--- src/rtl/usrt_pkg.sv ---
// package for the serial transmitter flags and receiver front path
// assumes a single 20 MHz clock domain; baud tick supplied from outside
package usrt_pkg;
   // char size codes
   localparam logic [2:0] CSZ_NINE = 3'h7;
   localparam logic [2:0] CSZ_FIVE = 3'h0;
   // receive fifo depth (two characters)
   localparam int RX_DEPTH = 2;
   localparam logic [1:0] RX_DEPTH_W = 2'h2;
   // bit counter widths
   localparam logic [3:0] BITCNT_ZERO = 4'h0;
   localparam logic [3:0] DATA_BASE = 4'h5;
   // line idle level
   localparam logic LINE_IDLE = 1'b1;
   // reset value of the tx buffer word
   localparam logic [8:0] WORD_RST = 9'h000;
   typedef enum logic [2:0] {
      TX_IDLE = 3'b000,
      TX_START = 3'b001,
      TX_DATA = 3'b010,
      TX_PAR = 3'b011,
      TX_STOP = 3'b100
   } usrt_txst_e;
   typedef enum logic [1:0] {
      RX_IDLE = 2'b00,
      RX_DATA = 2'b01,
      RX_PAR = 2'b10,
      RX_STOP = 2'b11
   } usrt_rxst_e;
endpackage

--- src/rtl/usrt_core.sv ---
// serial transmitter with flags and parity, plus receiver shift path and fifo
// assumes bitTick pulses once per bit time, inputs synchronous to clk
// Operation
// - buffer-empty flag high while tx buffer empty, low while word waits
// - buffer-empty interrupt requested while flag high and its enable set
// - writing the data register clears the buffer-empty flag
// - tx-complete flag sets when frame shifted out and buffer empty
// - tx-complete clears on interrupt service or a write of one
// - tx-complete interrupt raised when the flag becomes set, if enabled
// - upper parity bit set inserts parity after data, before stop
// - tx disable waits until shifter and buffer empty, then releases pin
// - rx enable takes over the receive pin as serial input
// - synchronous mode samples receive data on external transfer clock
// - frame begins on valid start bit, shifted until first stop bit
// - first stop bit moves frame from shifter into receive buffer
// - short frames read zeros in unused upper data bits
// - ninth bit and error flags stored per frame, advance on data read
// - rx-complete high while unread data; rx disable flushes buffer
// - overrun when buffer full, shifter holds char, new start bit arrives
`timescale 1ns/1ns
module usrt_core
   import usrt_pkg::*;
(
   input wire logic clk,
   input wire logic rst_n,
   input wire logic bitTick,
   input wire logic syncMode,
   input wire logic ext_transfer_clock,
   input wire logic [2:0] char_size_code,
   input wire logic [1:0] parityMode,
   input wire logic tx_enable_bit,
   input wire logic rx_enable_bit,
   input wire logic tx_buffer_empty_irq_en,
   input wire logic tx_complete_irq_en,
   input wire logic tx_ninth_bit,
   input wire logic dataWrite,
   input wire logic [7:0] dataWriteValue,
   input wire logic txCompleteWriteOne,
   input wire logic txCompleteIrqAck,
   input wire logic dataRead,
   input wire logic serial_in_pin,
   output logic serial_out_pin,
   output logic serialOutOe_n,
   output logic rxPinTaken,
   output logic tx_buffer_empty_flag,
   output logic tx_complete_flag,
   output logic txBufferEmptyIrq,
   output logic txCompleteIrq,
   output logic rx_complete_flag,
   output logic [7:0] rxData,
   output logic rx_ninth_bit,
   output logic frame_err_flag,
   output logic parity_err_flag,
   output logic overrun_flag
);
   import usrt_pkg::*;

   // ****************************************
   // frame geometry
   // ****************************************
   logic [3:0] nData;
   logic [8:0] dataMask;
   logic parity_mode_hi;
   // code 7 means nine bits, 0..3 mean five to eight
   assign nData = (char_size_code == CSZ_NINE) ? 4'h9 : (DATA_BASE + {2'b00, char_size_code[1:0]});
   assign dataMask = 9'h1FF >> (4'h9 - nData);
   assign parity_mode_hi = parityMode[1];

   // ****************************************
   // transmitter
   // ****************************************
   usrt_txst_e txSt_ff, nxt_txSt;
   logic [8:0] txBuf_ff, nxt_txBuf;
   logic txBufFull_ff, nxt_txBufFull;
   logic [8:0] txSh_ff, nxt_txSh;
   logic [3:0] txCnt_ff, nxt_txCnt;
   logic txPar_ff, nxt_txPar;
   logic txCpl_ff, nxt_txCpl;
   logic txOn_ff, nxt_txOn;
   logic txOut_ff, nxt_txOut;
   logic txDone;

   // tx next state; load from buffer when idle or right after the stop bit
   always_comb begin
      nxt_txSt = txSt_ff;
      nxt_txBuf = txBuf_ff;
      nxt_txBufFull = txBufFull_ff;
      nxt_txSh = txSh_ff;
      nxt_txCnt = txCnt_ff;
      nxt_txPar = txPar_ff;
      nxt_txCpl = txCpl_ff;
      nxt_txOut = txOut_ff;
      txDone = 1'b0;
      // enable turns on at once, off only when nothing is left
      nxt_txOn = tx_enable_bit | (txOn_ff & (txBufFull_ff | (txSt_ff != TX_IDLE)));
      if (bitTick) begin
         unique case (txSt_ff)
            TX_IDLE: nxt_txOut = LINE_IDLE;
            TX_START: begin
               nxt_txOut = txSh_ff[0];
               nxt_txSh = txSh_ff >> 1;
               nxt_txCnt = 4'h1;
               nxt_txSt = TX_DATA;
            end
            TX_DATA: begin
               if (txCnt_ff == nData) begin
                  nxt_txOut = parity_mode_hi ? txPar_ff : LINE_IDLE;
                  nxt_txSt = parity_mode_hi ? TX_PAR : TX_STOP;
               end else begin
                  nxt_txOut = txSh_ff[0];
                  nxt_txSh = txSh_ff >> 1;
                  nxt_txCnt = txCnt_ff + 4'h1;
               end
            end
            TX_PAR: begin
               nxt_txOut = LINE_IDLE;
               nxt_txSt = TX_STOP;
            end
            TX_STOP: begin
               txDone = 1'b1;
               nxt_txSt = TX_IDLE;
            end
            default: nxt_txSt = TX_IDLE;
         endcase
      end
      // shifter takes the buffer word when idle or at the end of a frame
      if (txBufFull_ff && txOn_ff && ((txSt_ff == TX_IDLE) || txDone)) begin
         nxt_txSh = txBuf_ff & dataMask;
         nxt_txPar = (^(txBuf_ff & dataMask)) ^ parityMode[0];
         nxt_txSt = TX_START;
         nxt_txOut = 1'b0;
         nxt_txBufFull = 1'b0;
      end
      // a write fills the buffer and drops the empty flag
      if (dataWrite) begin
         nxt_txBuf = {tx_ninth_bit, dataWriteValue};
         nxt_txBufFull = 1'b1;
      end
      // complete flag: set wins over both clears
      if (txCompleteWriteOne || txCompleteIrqAck) begin
         nxt_txCpl = 1'b0;
      end
      if (txDone && !txBufFull_ff) begin
         nxt_txCpl = 1'b1;
      end
      if (!nxt_txOn) begin
         nxt_txOut = LINE_IDLE;
      end
   end

   // tx registers
   always_ff @(posedge clk or negedge rst_n) begin
      if (!rst_n) begin
         txSt_ff <= TX_IDLE;
         txBuf_ff <= WORD_RST;
         txBufFull_ff <= 1'b0;
         txSh_ff <= WORD_RST;
         txCnt_ff <= BITCNT_ZERO;
         txPar_ff <= 1'b0;
         txCpl_ff <= 1'b0;
         txOn_ff <= 1'b0;
         txOut_ff <= LINE_IDLE;
      end else begin
         txSt_ff <= nxt_txSt;
         txBuf_ff <= nxt_txBuf;
         txBufFull_ff <= nxt_txBufFull;
         txSh_ff <= nxt_txSh;
         txCnt_ff <= nxt_txCnt;
         txPar_ff <= nxt_txPar;
         txCpl_ff <= nxt_txCpl;
         txOn_ff <= nxt_txOn;
         txOut_ff <= nxt_txOut;
      end
   end

   // tx flags and requests
   assign tx_buffer_empty_flag = ~txBufFull_ff;
   assign txBufferEmptyIrq = tx_buffer_empty_flag & tx_buffer_empty_irq_en;
   assign tx_complete_flag = txCpl_ff;
   assign txCompleteIrq = txCpl_ff & tx_complete_irq_en;
   assign serial_out_pin = txOut_ff;
   assign serialOutOe_n = ~txOn_ff;

   // ****************************************
   // receiver
   // ****************************************
   usrt_rxst_e rxSt_ff, nxt_rxSt;
   logic [8:0] rxSh_ff, nxt_rxSh;
   logic [3:0] rxCnt_ff, nxt_rxCnt;
   logic rxParBit_ff, nxt_rxParBit;
   logic rxWait_ff, nxt_rxWait;
   logic [12:0] rxWaitWord_ff, nxt_rxWaitWord;
   logic rxOvr_ff, nxt_rxOvr;
   logic xckPrev_ff, nxt_xckPrev;
   logic [12:0] fifo_ff [RX_DEPTH];
   logic [12:0] nxt_fifo [RX_DEPTH];
   logic [1:0] fifoCnt_ff, nxt_fifoCnt;
   logic sampleEn;
   logic rxIn;
   logic [8:0] rxWord;
   logic [12:0] pushWord;

   // pin is owned by the receiver only while enabled
   assign rxPinTaken = rx_enable_bit;
   assign rxIn = rx_enable_bit ? serial_in_pin : LINE_IDLE;
   // synchronous mode samples on the rising edge of the transfer clock
   assign sampleEn = syncMode ? (ext_transfer_clock & ~xckPrev_ff) : bitTick;
   // right-align the shifted data; unused high bits are zero
   assign rxWord = (rxSh_ff >> (4'h9 - nData)) & dataMask;

   // rx next state
   always_comb begin
      nxt_rxSt = rxSt_ff;
      nxt_rxSh = rxSh_ff;
      nxt_rxCnt = rxCnt_ff;
      nxt_rxParBit = rxParBit_ff;
      nxt_rxWait = rxWait_ff;
      nxt_rxWaitWord = rxWaitWord_ff;
      nxt_rxOvr = rxOvr_ff;
      nxt_xckPrev = ext_transfer_clock;
      nxt_fifoCnt = fifoCnt_ff;
      for (int i = 0; i < RX_DEPTH; i++) begin
         nxt_fifo[i] = fifo_ff[i];
      end
      pushWord = 13'h0000;
      // read pops the head; status and ninth bit move with it
      if (dataRead && fifoCnt_ff != 2'h0) begin
         nxt_fifo[0] = fifo_ff[1];
         nxt_fifoCnt = fifoCnt_ff - 2'h1;
      end
      // move the waiting word into the buffer when a slot is free
      if (rxWait_ff && nxt_fifoCnt != RX_DEPTH_W) begin
         pushWord = rxWaitWord_ff;
         nxt_fifo[nxt_fifoCnt[0]] = pushWord;
         nxt_fifoCnt = nxt_fifoCnt + 2'h1;
         nxt_rxWait = 1'b0;
      end
      // push is settled first so a stop bit in the same cycle can reuse the waiting slot
      if (sampleEn) begin
         unique case (rxSt_ff)
            RX_IDLE: begin
               if (rxIn == 1'b0) begin
                  nxt_rxSt = RX_DATA;
                  nxt_rxCnt = BITCNT_ZERO;
                  // full buffer plus a waiting word: this frame is lost
                  if (fifoCnt_ff == RX_DEPTH_W && rxWait_ff) begin
                     nxt_rxOvr = 1'b1;
                  end
               end
            end
            RX_DATA: begin
               nxt_rxSh = {rxIn, rxSh_ff[8:1]};
               nxt_rxCnt = rxCnt_ff + 4'h1;
               if (rxCnt_ff + 4'h1 == nData) begin
                  nxt_rxSt = parity_mode_hi ? RX_PAR : RX_STOP;
               end
            end
            RX_PAR: begin
               nxt_rxParBit = rxIn;
               nxt_rxSt = RX_STOP;
            end
            RX_STOP: begin
               // only the first stop bit is looked at
               nxt_rxSt = RX_IDLE;
               if (!nxt_rxWait) begin
                  nxt_rxWait = 1'b1;
                  // word layout: spare, overrun, parity err, frame err, 9 data bits
                  nxt_rxWaitWord = {1'b0, rxOvr_ff,
                     parity_mode_hi & ((^rxWord) ^ parityMode[0] ^ rxParBit_ff),
                     ~rxIn, rxWord};
                  nxt_rxOvr = 1'b0;
               end
            end
         endcase
      end
      // disable is immediate: ongoing frame and buffer are dropped
      if (!rx_enable_bit) begin
         nxt_rxSt = RX_IDLE;
         nxt_fifoCnt = 2'h0;
         nxt_rxWait = 1'b0;
         nxt_rxOvr = 1'b0;
      end
   end

   // rx registers
   always_ff @(posedge clk or negedge rst_n) begin
      if (!rst_n) begin
         rxSt_ff <= RX_IDLE;
         rxSh_ff <= WORD_RST;
         rxCnt_ff <= BITCNT_ZERO;
         rxParBit_ff <= 1'b0;
         rxWait_ff <= 1'b0;
         rxWaitWord_ff <= 13'h0000;
         rxOvr_ff <= 1'b0;
         xckPrev_ff <= 1'b0;
         fifoCnt_ff <= 2'h0;
      end else begin
         rxSt_ff <= nxt_rxSt;
         rxSh_ff <= nxt_rxSh;
         rxCnt_ff <= nxt_rxCnt;
         rxParBit_ff <= nxt_rxParBit;
         rxWait_ff <= nxt_rxWait;
         rxWaitWord_ff <= nxt_rxWaitWord;
         rxOvr_ff <= nxt_rxOvr;
         xckPrev_ff <= nxt_xckPrev;
         fifoCnt_ff <= nxt_fifoCnt;
      end
   end

   // fifo storage, one register per entry
   for (genvar g = 0; g < RX_DEPTH; g++) begin : gFifo
      always_ff @(posedge clk or negedge rst_n) begin
         if (!rst_n) begin
            fifo_ff[g] <= 13'h0000;
         end else begin
            fifo_ff[g] <= nxt_fifo[g];
         end
      end
   end

   // head of the fifo drives the read side
   assign rx_complete_flag = (fifoCnt_ff != 2'h0);
   assign rxData = fifo_ff[0][7:0];
   assign rx_ninth_bit = fifo_ff[0][8];
   assign frame_err_flag = fifo_ff[0][9];
   assign parity_err_flag = fifo_ff[0][10];
   assign overrun_flag = fifo_ff[0][11];
endmodule

--- config.mk ---
export PLATFORM = sky130hd
export DESIGN_NAME = usrt_core
export DESIGN_NICKNAME = d
export VERILOG_FILES = /design/src/rtl/usrt_pkg.sv /design/src/rtl/usrt_core.sv
export SDC_FILE = /design/constraint.sdc
export NUM_CORES = 1
export LEC_CHECK = 0
export ABC_AREA = 0
export BUFFER_PORTS_ARGS = -buffer_cell sky130_fd_sc_hd__buf_2
export CORE_MARGIN = 4
export CORE_UTILIZATION = 60
export DETAILED_ROUTE_END_ITERATION = 10
export PLACE_DENSITY_LB_ADDON = 0.12
export SLEW_MARGIN = 20
export SYNTH_ARGS = -nofsm -noshare
export SYNTH_HDL_FRONTEND = slang
export SYNTH_SLANG_ARGS = --single-unit
--- constraint.sdc ---
create_clock -name clk -period 3.3 [get_ports clk]
set_input_delay 0.33 -clock clk [delete_from_list [all_inputs] [get_ports clk]]
set_output_delay 0.33 -clock clk [all_outputs]
set_load 0.02 [all_outputs]
== Word level (Yosys, flattened, before mapping) ==
Index checks and enable logic that the tools add are counted.

* Memory bits (writable): 0
* Memories: 0
* Output and inout bits: 20
* Bits in registers: 89
* Latch bits: 0
* Input port bits: 28
* Bits in read-only memories: 0

* Multipliers: 0
* Reductions and logical operators: 33
* Bitwise logic cells: 18
* Mux-type cells: 52
* $add $sub $neg: 6
* Eq/ne operators: 25
* $lt $le $gt $ge: 2
* Divide/modulo/power cells: 0
* Shift-type cells: 2

{| class="wikitable"
|+ Operators with widths
! operator !! number
|-
| two-way mux 9 bit || 3
|-
| bitwise mux 26 bit || 1
|-
| two-way mux 13 bit || 2
|-
| two-way mux 26 bit || 1
|-
| two-way mux 1 bit || 23
|-
| AND 9 bit || 2
|-
| inequality test 3 bit (second input constant) || 6
|-
| case mux 9 bit (2 select lines) || 1
|-
| AND reduction 3 bit || 6
|-
| XOR reduction 9 bit || 2
|-
| case mux 4 bit (2 select lines) || 2
|-
| two-way mux 2 bit || 7
|-
| demux 13 bit (select 1 bit) || 1
|-
| two-way mux 3 bit || 4
|-
| two-way mux 4 bit || 3
|-
| case mux 3 bit (4 select lines) || 1
|-
| nonzero test 2 bit || 6
|-
| right shift 9 x 4 -> 9 bit || 1
|-
| right shift 9 x 4 -> 9 bit (first input constant) || 1
|-
| adder 4 x 1 -> 4 bit (second input constant) || 2
|-
| == test 4 bit || 2
|-
| case mux 2 bit (4 select lines) || 1
|-
| logical AND 1 bit || 7
|-
| == test 2 bit (second input constant) || 3
|-
| other kinds (30) || 50
|}

== Depth between registers and ports, before layout ==
* Depth after elaboration: 10
* Gate-level depth with buffers: 12
* Depth with buffers taken out: 11

== Worst setup path after synthesis ==
Ideal clock, no wire load.

* Path type: input port to flip-flop
* From: input char_size_code[0]
* To: register rxWaitWord_ff[10]
* Setup slack: 0.592 ns
* Buffers on the path: 1
* Arrival time: 2.615 ns
* Data required time: 3.207 ns
* Cell stages on the path: 11
* Path through: inv_1 -> ha_1 -> buf_1 -> nand2_1 -> nand2_1 -> or3b_1 -> a222oi_1 -> xor2_1 -> xnor3_1 -> xor2_1 -> o31ai_2

* Cells in the longest elaborated chain, start to end: 9
* Elaborated cells on any way between the ends: 11
* Classes of those cells: add/sub: 2; eq/ne: 1; shift: 2; mux: 1; bitwise: 4; reduce/logical: 1

{| class="wikitable"
|+ RTL lines
! what !! line !! source
|-
| from (decl) || usrt_core.sv:29 || <nowiki>input wire logic [2:0] char_size_code,</nowiki>
|-
| adder 3 x 2 -> 4 bit or == test 3 bit (tied branches) || usrt_core.sv:65 || <nowiki>assign nData = (char_size_code == CSZ_NINE) ? 4'h9 : (DATA_BASE + {2'b00, char_size_code[1:0]});</nowiki>
|-
| two-way mux 4 bit * || usrt_core.sv:65 ||
|-
| subtractor 4 bit * || usrt_core.sv:66, usrt_core.sv:209 ||
|-
| right shift 9 x 4 -> 9 bit (on tied branches) || usrt_core.sv:209, usrt_core.sv:66 ||
|-
| AND 9 bit * || usrt_core.sv:209 || <nowiki>assign rxWord = (rxSh_ff >> (4'h9 - nData)) & dataMask;</nowiki>
|-
| XOR reduction 9 bit * || usrt_core.sv:269 || <nowiki>parity_mode_hi & ((^rxWord) ^ parityMode[0] ^ rxParBit_ff),</nowiki>
|-
| bitwise XOR 1 bit * (2 in series) || usrt_core.sv:269 ||
|-
| AND 1 bit * || usrt_core.sv:269 ||
|-
| to (signal assigned) || usrt_core.sv:303 || <nowiki>rxWaitWord_ff <= nxt_rxWaitWord;</nowiki>
|-
| to (decl) || usrt_core.sv:192 || <nowiki>logic [12:0] rxWaitWord_ff, nxt_rxWaitWord;</nowiki>
|}

Every way passes the cells marked *; elsewhere a longest branch is shown, timed or not.
A chain may end at the register's enable or synchronous reset.

== Worst setup path after layout ==
Ends and elaborated chain as after synthesis.

==> flow_summary_export.csv <==
group,metric,value,unit
layout,diodes,0,
synthesis,yosysUniqueCellTypes,55,
synthesis,async_flop_share,100,%
power,power_density,799,mW/mm²
layout,fill_cells,641,
timing,slew_headroom,49.0,%
floorplanning,die_h,98.4,µm
floorplanning,initial_core_util,62.5,%
setup_path,crit_path_start,"char_size_code[0]",
detailed_routing,ant_nets,0,
timing,rsz0062_at_grt,"no",
clock_tree,ctsLongestPathBuffers,2,
layout,seq_area,0.00218,mm²
floorplanning,die_w,98.4,µm
layout,postLayoutCellArea,0.00541,mm²
setup_path,worstPathArrival,3.05,ns
detailed_routing,drt_iter0_markers,235,
place,placed_area,0.00517,mm²
timing,finalHoldViolCount,0,
power,pwr-share-clk,19.8,%
timing,post-route-period-util,84.5,%
layout,drive_gt1_share,22.1,%
setup_path,r2r_cells,8,
layout,multi_input_area,0.00251,mm²
timing,max_freq,0.359,GHz
clock_tree,clkTransAtPathRegs,0.08,ns
power,seq_power_share,40.5,%
synthesis,synth_nets,523,
detailed_routing,post_drt_wl_per_cell,16.0,µm
synthesis,synth_seq_area_share,44.4,%
floorplanning,row_count,32,
floorplanning,coreArea,0.00785,mm²
setup_path,r2r_setup_slack,0.64,ns
clock_tree,insertion_delay,0.36,ns
global_routing,grt_overflow,0,
timing,setup_violations,0,
place,dp_hpwl,7140,µm
clock_tree,postCtsSetupBuffers,0,
clock_tree,cts.htree.levels,3,
job,maxCapViolCount,0,
setup_path,r2r-start,"fifoCnt_ff[0]$_DFF_PN0_",
synthesis,ys_ff_latch,87,
detailed_routing,drc,0,
clock_tree,cts_made_buffers,9,
synthesis,synth_edf_count,0,
place,port-buffer-count,47,
global_routing,grtUsageTotal,21.5,%
global_routing,antenna_found_initial,0,
worst_hold_path,holdCritPathClass,"in2async",
clock_tree,ctsResizeCount,0,
timing,finalMaxSlewViolations,0,
synthesis,synth_area,0.00490,mm²
global_routing,grt_max_degree,88,
power,max-vdd-ir-drop,0.000375,V
layout,nNetsFinal,559,
timing,tightest_slew,0.765,ns
floorplanning,die_area,0.00968,mm²
run_status,status,"completed",
clock_tree,root_buffer,"clkbuf_8",
power,power_frac_comb,39.8,%
synthesis,yosysWarnings,0,
global_routing,first_global_vias,3520,
floorplanning,ioPinCount,48,
power,swShare,38.1,%
setup_path,criticalPathCategory,"in2reg",
synthesis,synthCells,479,
setup_path,crit_fanout,10,
timing,setup_tns,0,ns
power,intPower,2.67,mW
power,p_leak,2.56,nW
detailed_routing,vias_per_cell,5.80,
place,gp_congestion,0.972,
timing,skew,0.0127,ns
synthesis,ys.flop_type,"dfrtp_1",
setup_path,startpoint_type,"input port",
synthesis,syn_avg_cell_area,10.2,µm²
detailed_routing,wirelength,9980,µm
global_routing,grt_pass1_wl,17200,µm
clock_tree,cts_sinks,87,
clock_tree,cts-hold-fix-buffers,0,
layout,syn2layout_area_growth,10.2,%
detailed_routing,routed-via-count,3607,
detailed_routing,first_pass_iters,5,
timing,period_needed,2.79,ns
layout,utilization,68.9,%
setup_path,critPathCapture,"rxWaitWord_ff[10]$_DFFE_PN0P_",
clock_tree,cts_tree,"yes",
setup_path,crit_path_end_kind,"register",
setup_path,cp.required,3.56,ns
power,netSwitchingPower,1.65,mW
critical path, cell delays in order:
cell,delay [ns]
buf_2,0.14
ha_1,0.43
buf_4,0.25
a21bo_1,0.25
and2_1,0.22
mux2i_1,0.09
a222oi_1,0.41
xor2_1,0.24
xnor3_1,0.35
xor2_1,0.18
o31ai_2,0.17
cells in the mapped netlist (2+ instances only):
master | n | area [µm²]
a211oi_1 | 3 | 22.5
a21boi_0 | 4 | 30.0
a21o_1 | 2 | 15.0
a21oi_1 | 38 | 190
a22o_1 | 2 | 17.5
a31oi_1 | 3 | 18.8
and2_1 | 5 | 31.3
buf_1 | 3 | 11.3
buf_2 | 5 | 25.0
buf_4 | 9 | 67.6
clkbuf_1 | 12 | 45.0
dfrtp_1 | 86 | 2150
ha_1 | 16 | 200
inv_1 | 15 | 56.3
mux2_2 | 36 | 405
mux2i_1 | 24 | 240
mux4_1 | 4 | 105
mux4_2 | 2 | 45.0
nand2_1 | 57 | 214
nand2b_1 | 6 | 37.5
nand3_1 | 9 | 45.0
nand3b_1 | 5 | 37.5
nand4_1 | 4 | 25.0
nor2_1 | 29 | 109
nor2b_1 | 8 | 50.1
nor3_1 | 7 | 35.0
nor3b_1 | 4 | 30.0
nor4_1 | 2 | 12.5
o211ai_1 | 2 | 15.0
o21ai_0 | 26 | 130
o21ai_1 | 2 | 10.0
o21bai_1 | 2 | 15.0
o22ai_1 | 3 | 18.8
o31ai_1 | 3 | 22.5
or3_1 | 2 | 12.5
xnor2_1 | 12 | 105
xor2_1 | 9 | 78.8
through the flow:
| stage | instances | total power [mW] | hold WS, ns | worst slack, ns |
|---|---|---|---|---|
| finish | 622 | 4.32 | 0.0276 | 0.512 |
| global route | 622 | 4.64 | 0.0678 | 0.344 |
| CTS | 622 | 4.34 | 0.0748 | 0.528 |
| detailed placement | 606 | 3.47 | 0.456 | 0.161 |
| global placement | 606 | 3.40 | 0.455 | 0.268 |
| floorplan | 479 | 3.07 | 0.0344 | 0.592 |
worst min path at each step:
| stage | startpoint | to | slack (ns) | cells after the start |
|---|---|---|---|---|
| after detailed placement | ext_transfer_clock | xckPrev_ff$_DFF_PN0_ | 0.46 | 1 |
| after global placement | ext_transfer_clock | xckPrev_ff$_DFF_PN0_ | 0.45 | 1 |
| after floorplan | rst_n | asynchronous set/reset pin | 0.03 | 0 |
| after CTS | ext_transfer_clock | xckPrev_ff$_DFF_PN0_ | 0.07 | 1 |
| final | rst_n | asynchronous set/reset pin | 0.03 | 1 |
| after global routing | rst_n | asynchronous set/reset pin | 0.07 | 1 |
power by group through the flow:
| stage | sequential, mW | combinational, mW | clock (mW) |
|---|---|---|---|
| finish | 1.75 | 1.72 | 0.854 |
| floorplan | 1.66 | 1.41 | 0 |
| detailed placement | 1.76 | 1.71 | 0 |
| global route | 1.80 | 1.92 | 0.921 |
| global placement | 1.74 | 1.65 | 0 |
| CTS | 1.74 | 1.73 | 0.873 |
cell families after synthesis:
family	Yosys count	share of synthesized area, %
xor gates and xnor gates	23	4.77
and+or+nand+nor	143	13.8
DFF	87	44.4
buffers and inverters	45	4.41
AOI/OAI and AO/OA	99	12.2
adders and majority gates	16	4.08
muxes	66	16.2
placed cells by master, fill, tap and decap left out, types with 3 or more instances in the layout:
cell type and instances:
nand3b_1 5, o22ai_1 3, a21boi_0 4, nor2b_1 8
a211oi_1 3, buf_2 46, mux2_2 36, inv_1 15
buf_4 8, o21ai_0 26, xor2_1 9, nand2b_1 6
nand2_1 57, ha_1 16, nor2_1 29, nor3b_1 4
o31ai_1 3, and2_1 5, nor3_1 7, clkbuf_8 11
nand3_1 9, a31oi_1 3, mux4_1 4, nand4_1 4
mux2i_1 24, dfrtp_1 86, xnor2_1 12, a21oi_1 38
per-layer routing:
metal / wire (µm) / global-route usage (%) / part of all wire [%] / vias up
met5: 0 / 0 / 0 / -
met4: 99 / 4.52 / 0.99 / 0
met3: 553 / 4.64 / 5.5 / 10
met2: 4590 / 33.5 / 46 / 108
met1: 4740 / 31.3 / 48 / 1742
li1: - / - / - / 1747
cell type report:
type | instances | share of cell area [%]
Tap cell | 102 | 2.36
Clock buffer | 12 | 2.87
Timing Repair Buffer | 55 | 5.58
Multi-Input combinational cell | 347 | 46.4
Sequential cell | 87 | 40.3
Inverter | 15 | 1.04
Clock inverter | 4 | 1.44
(Power assumes the default switching activity.)
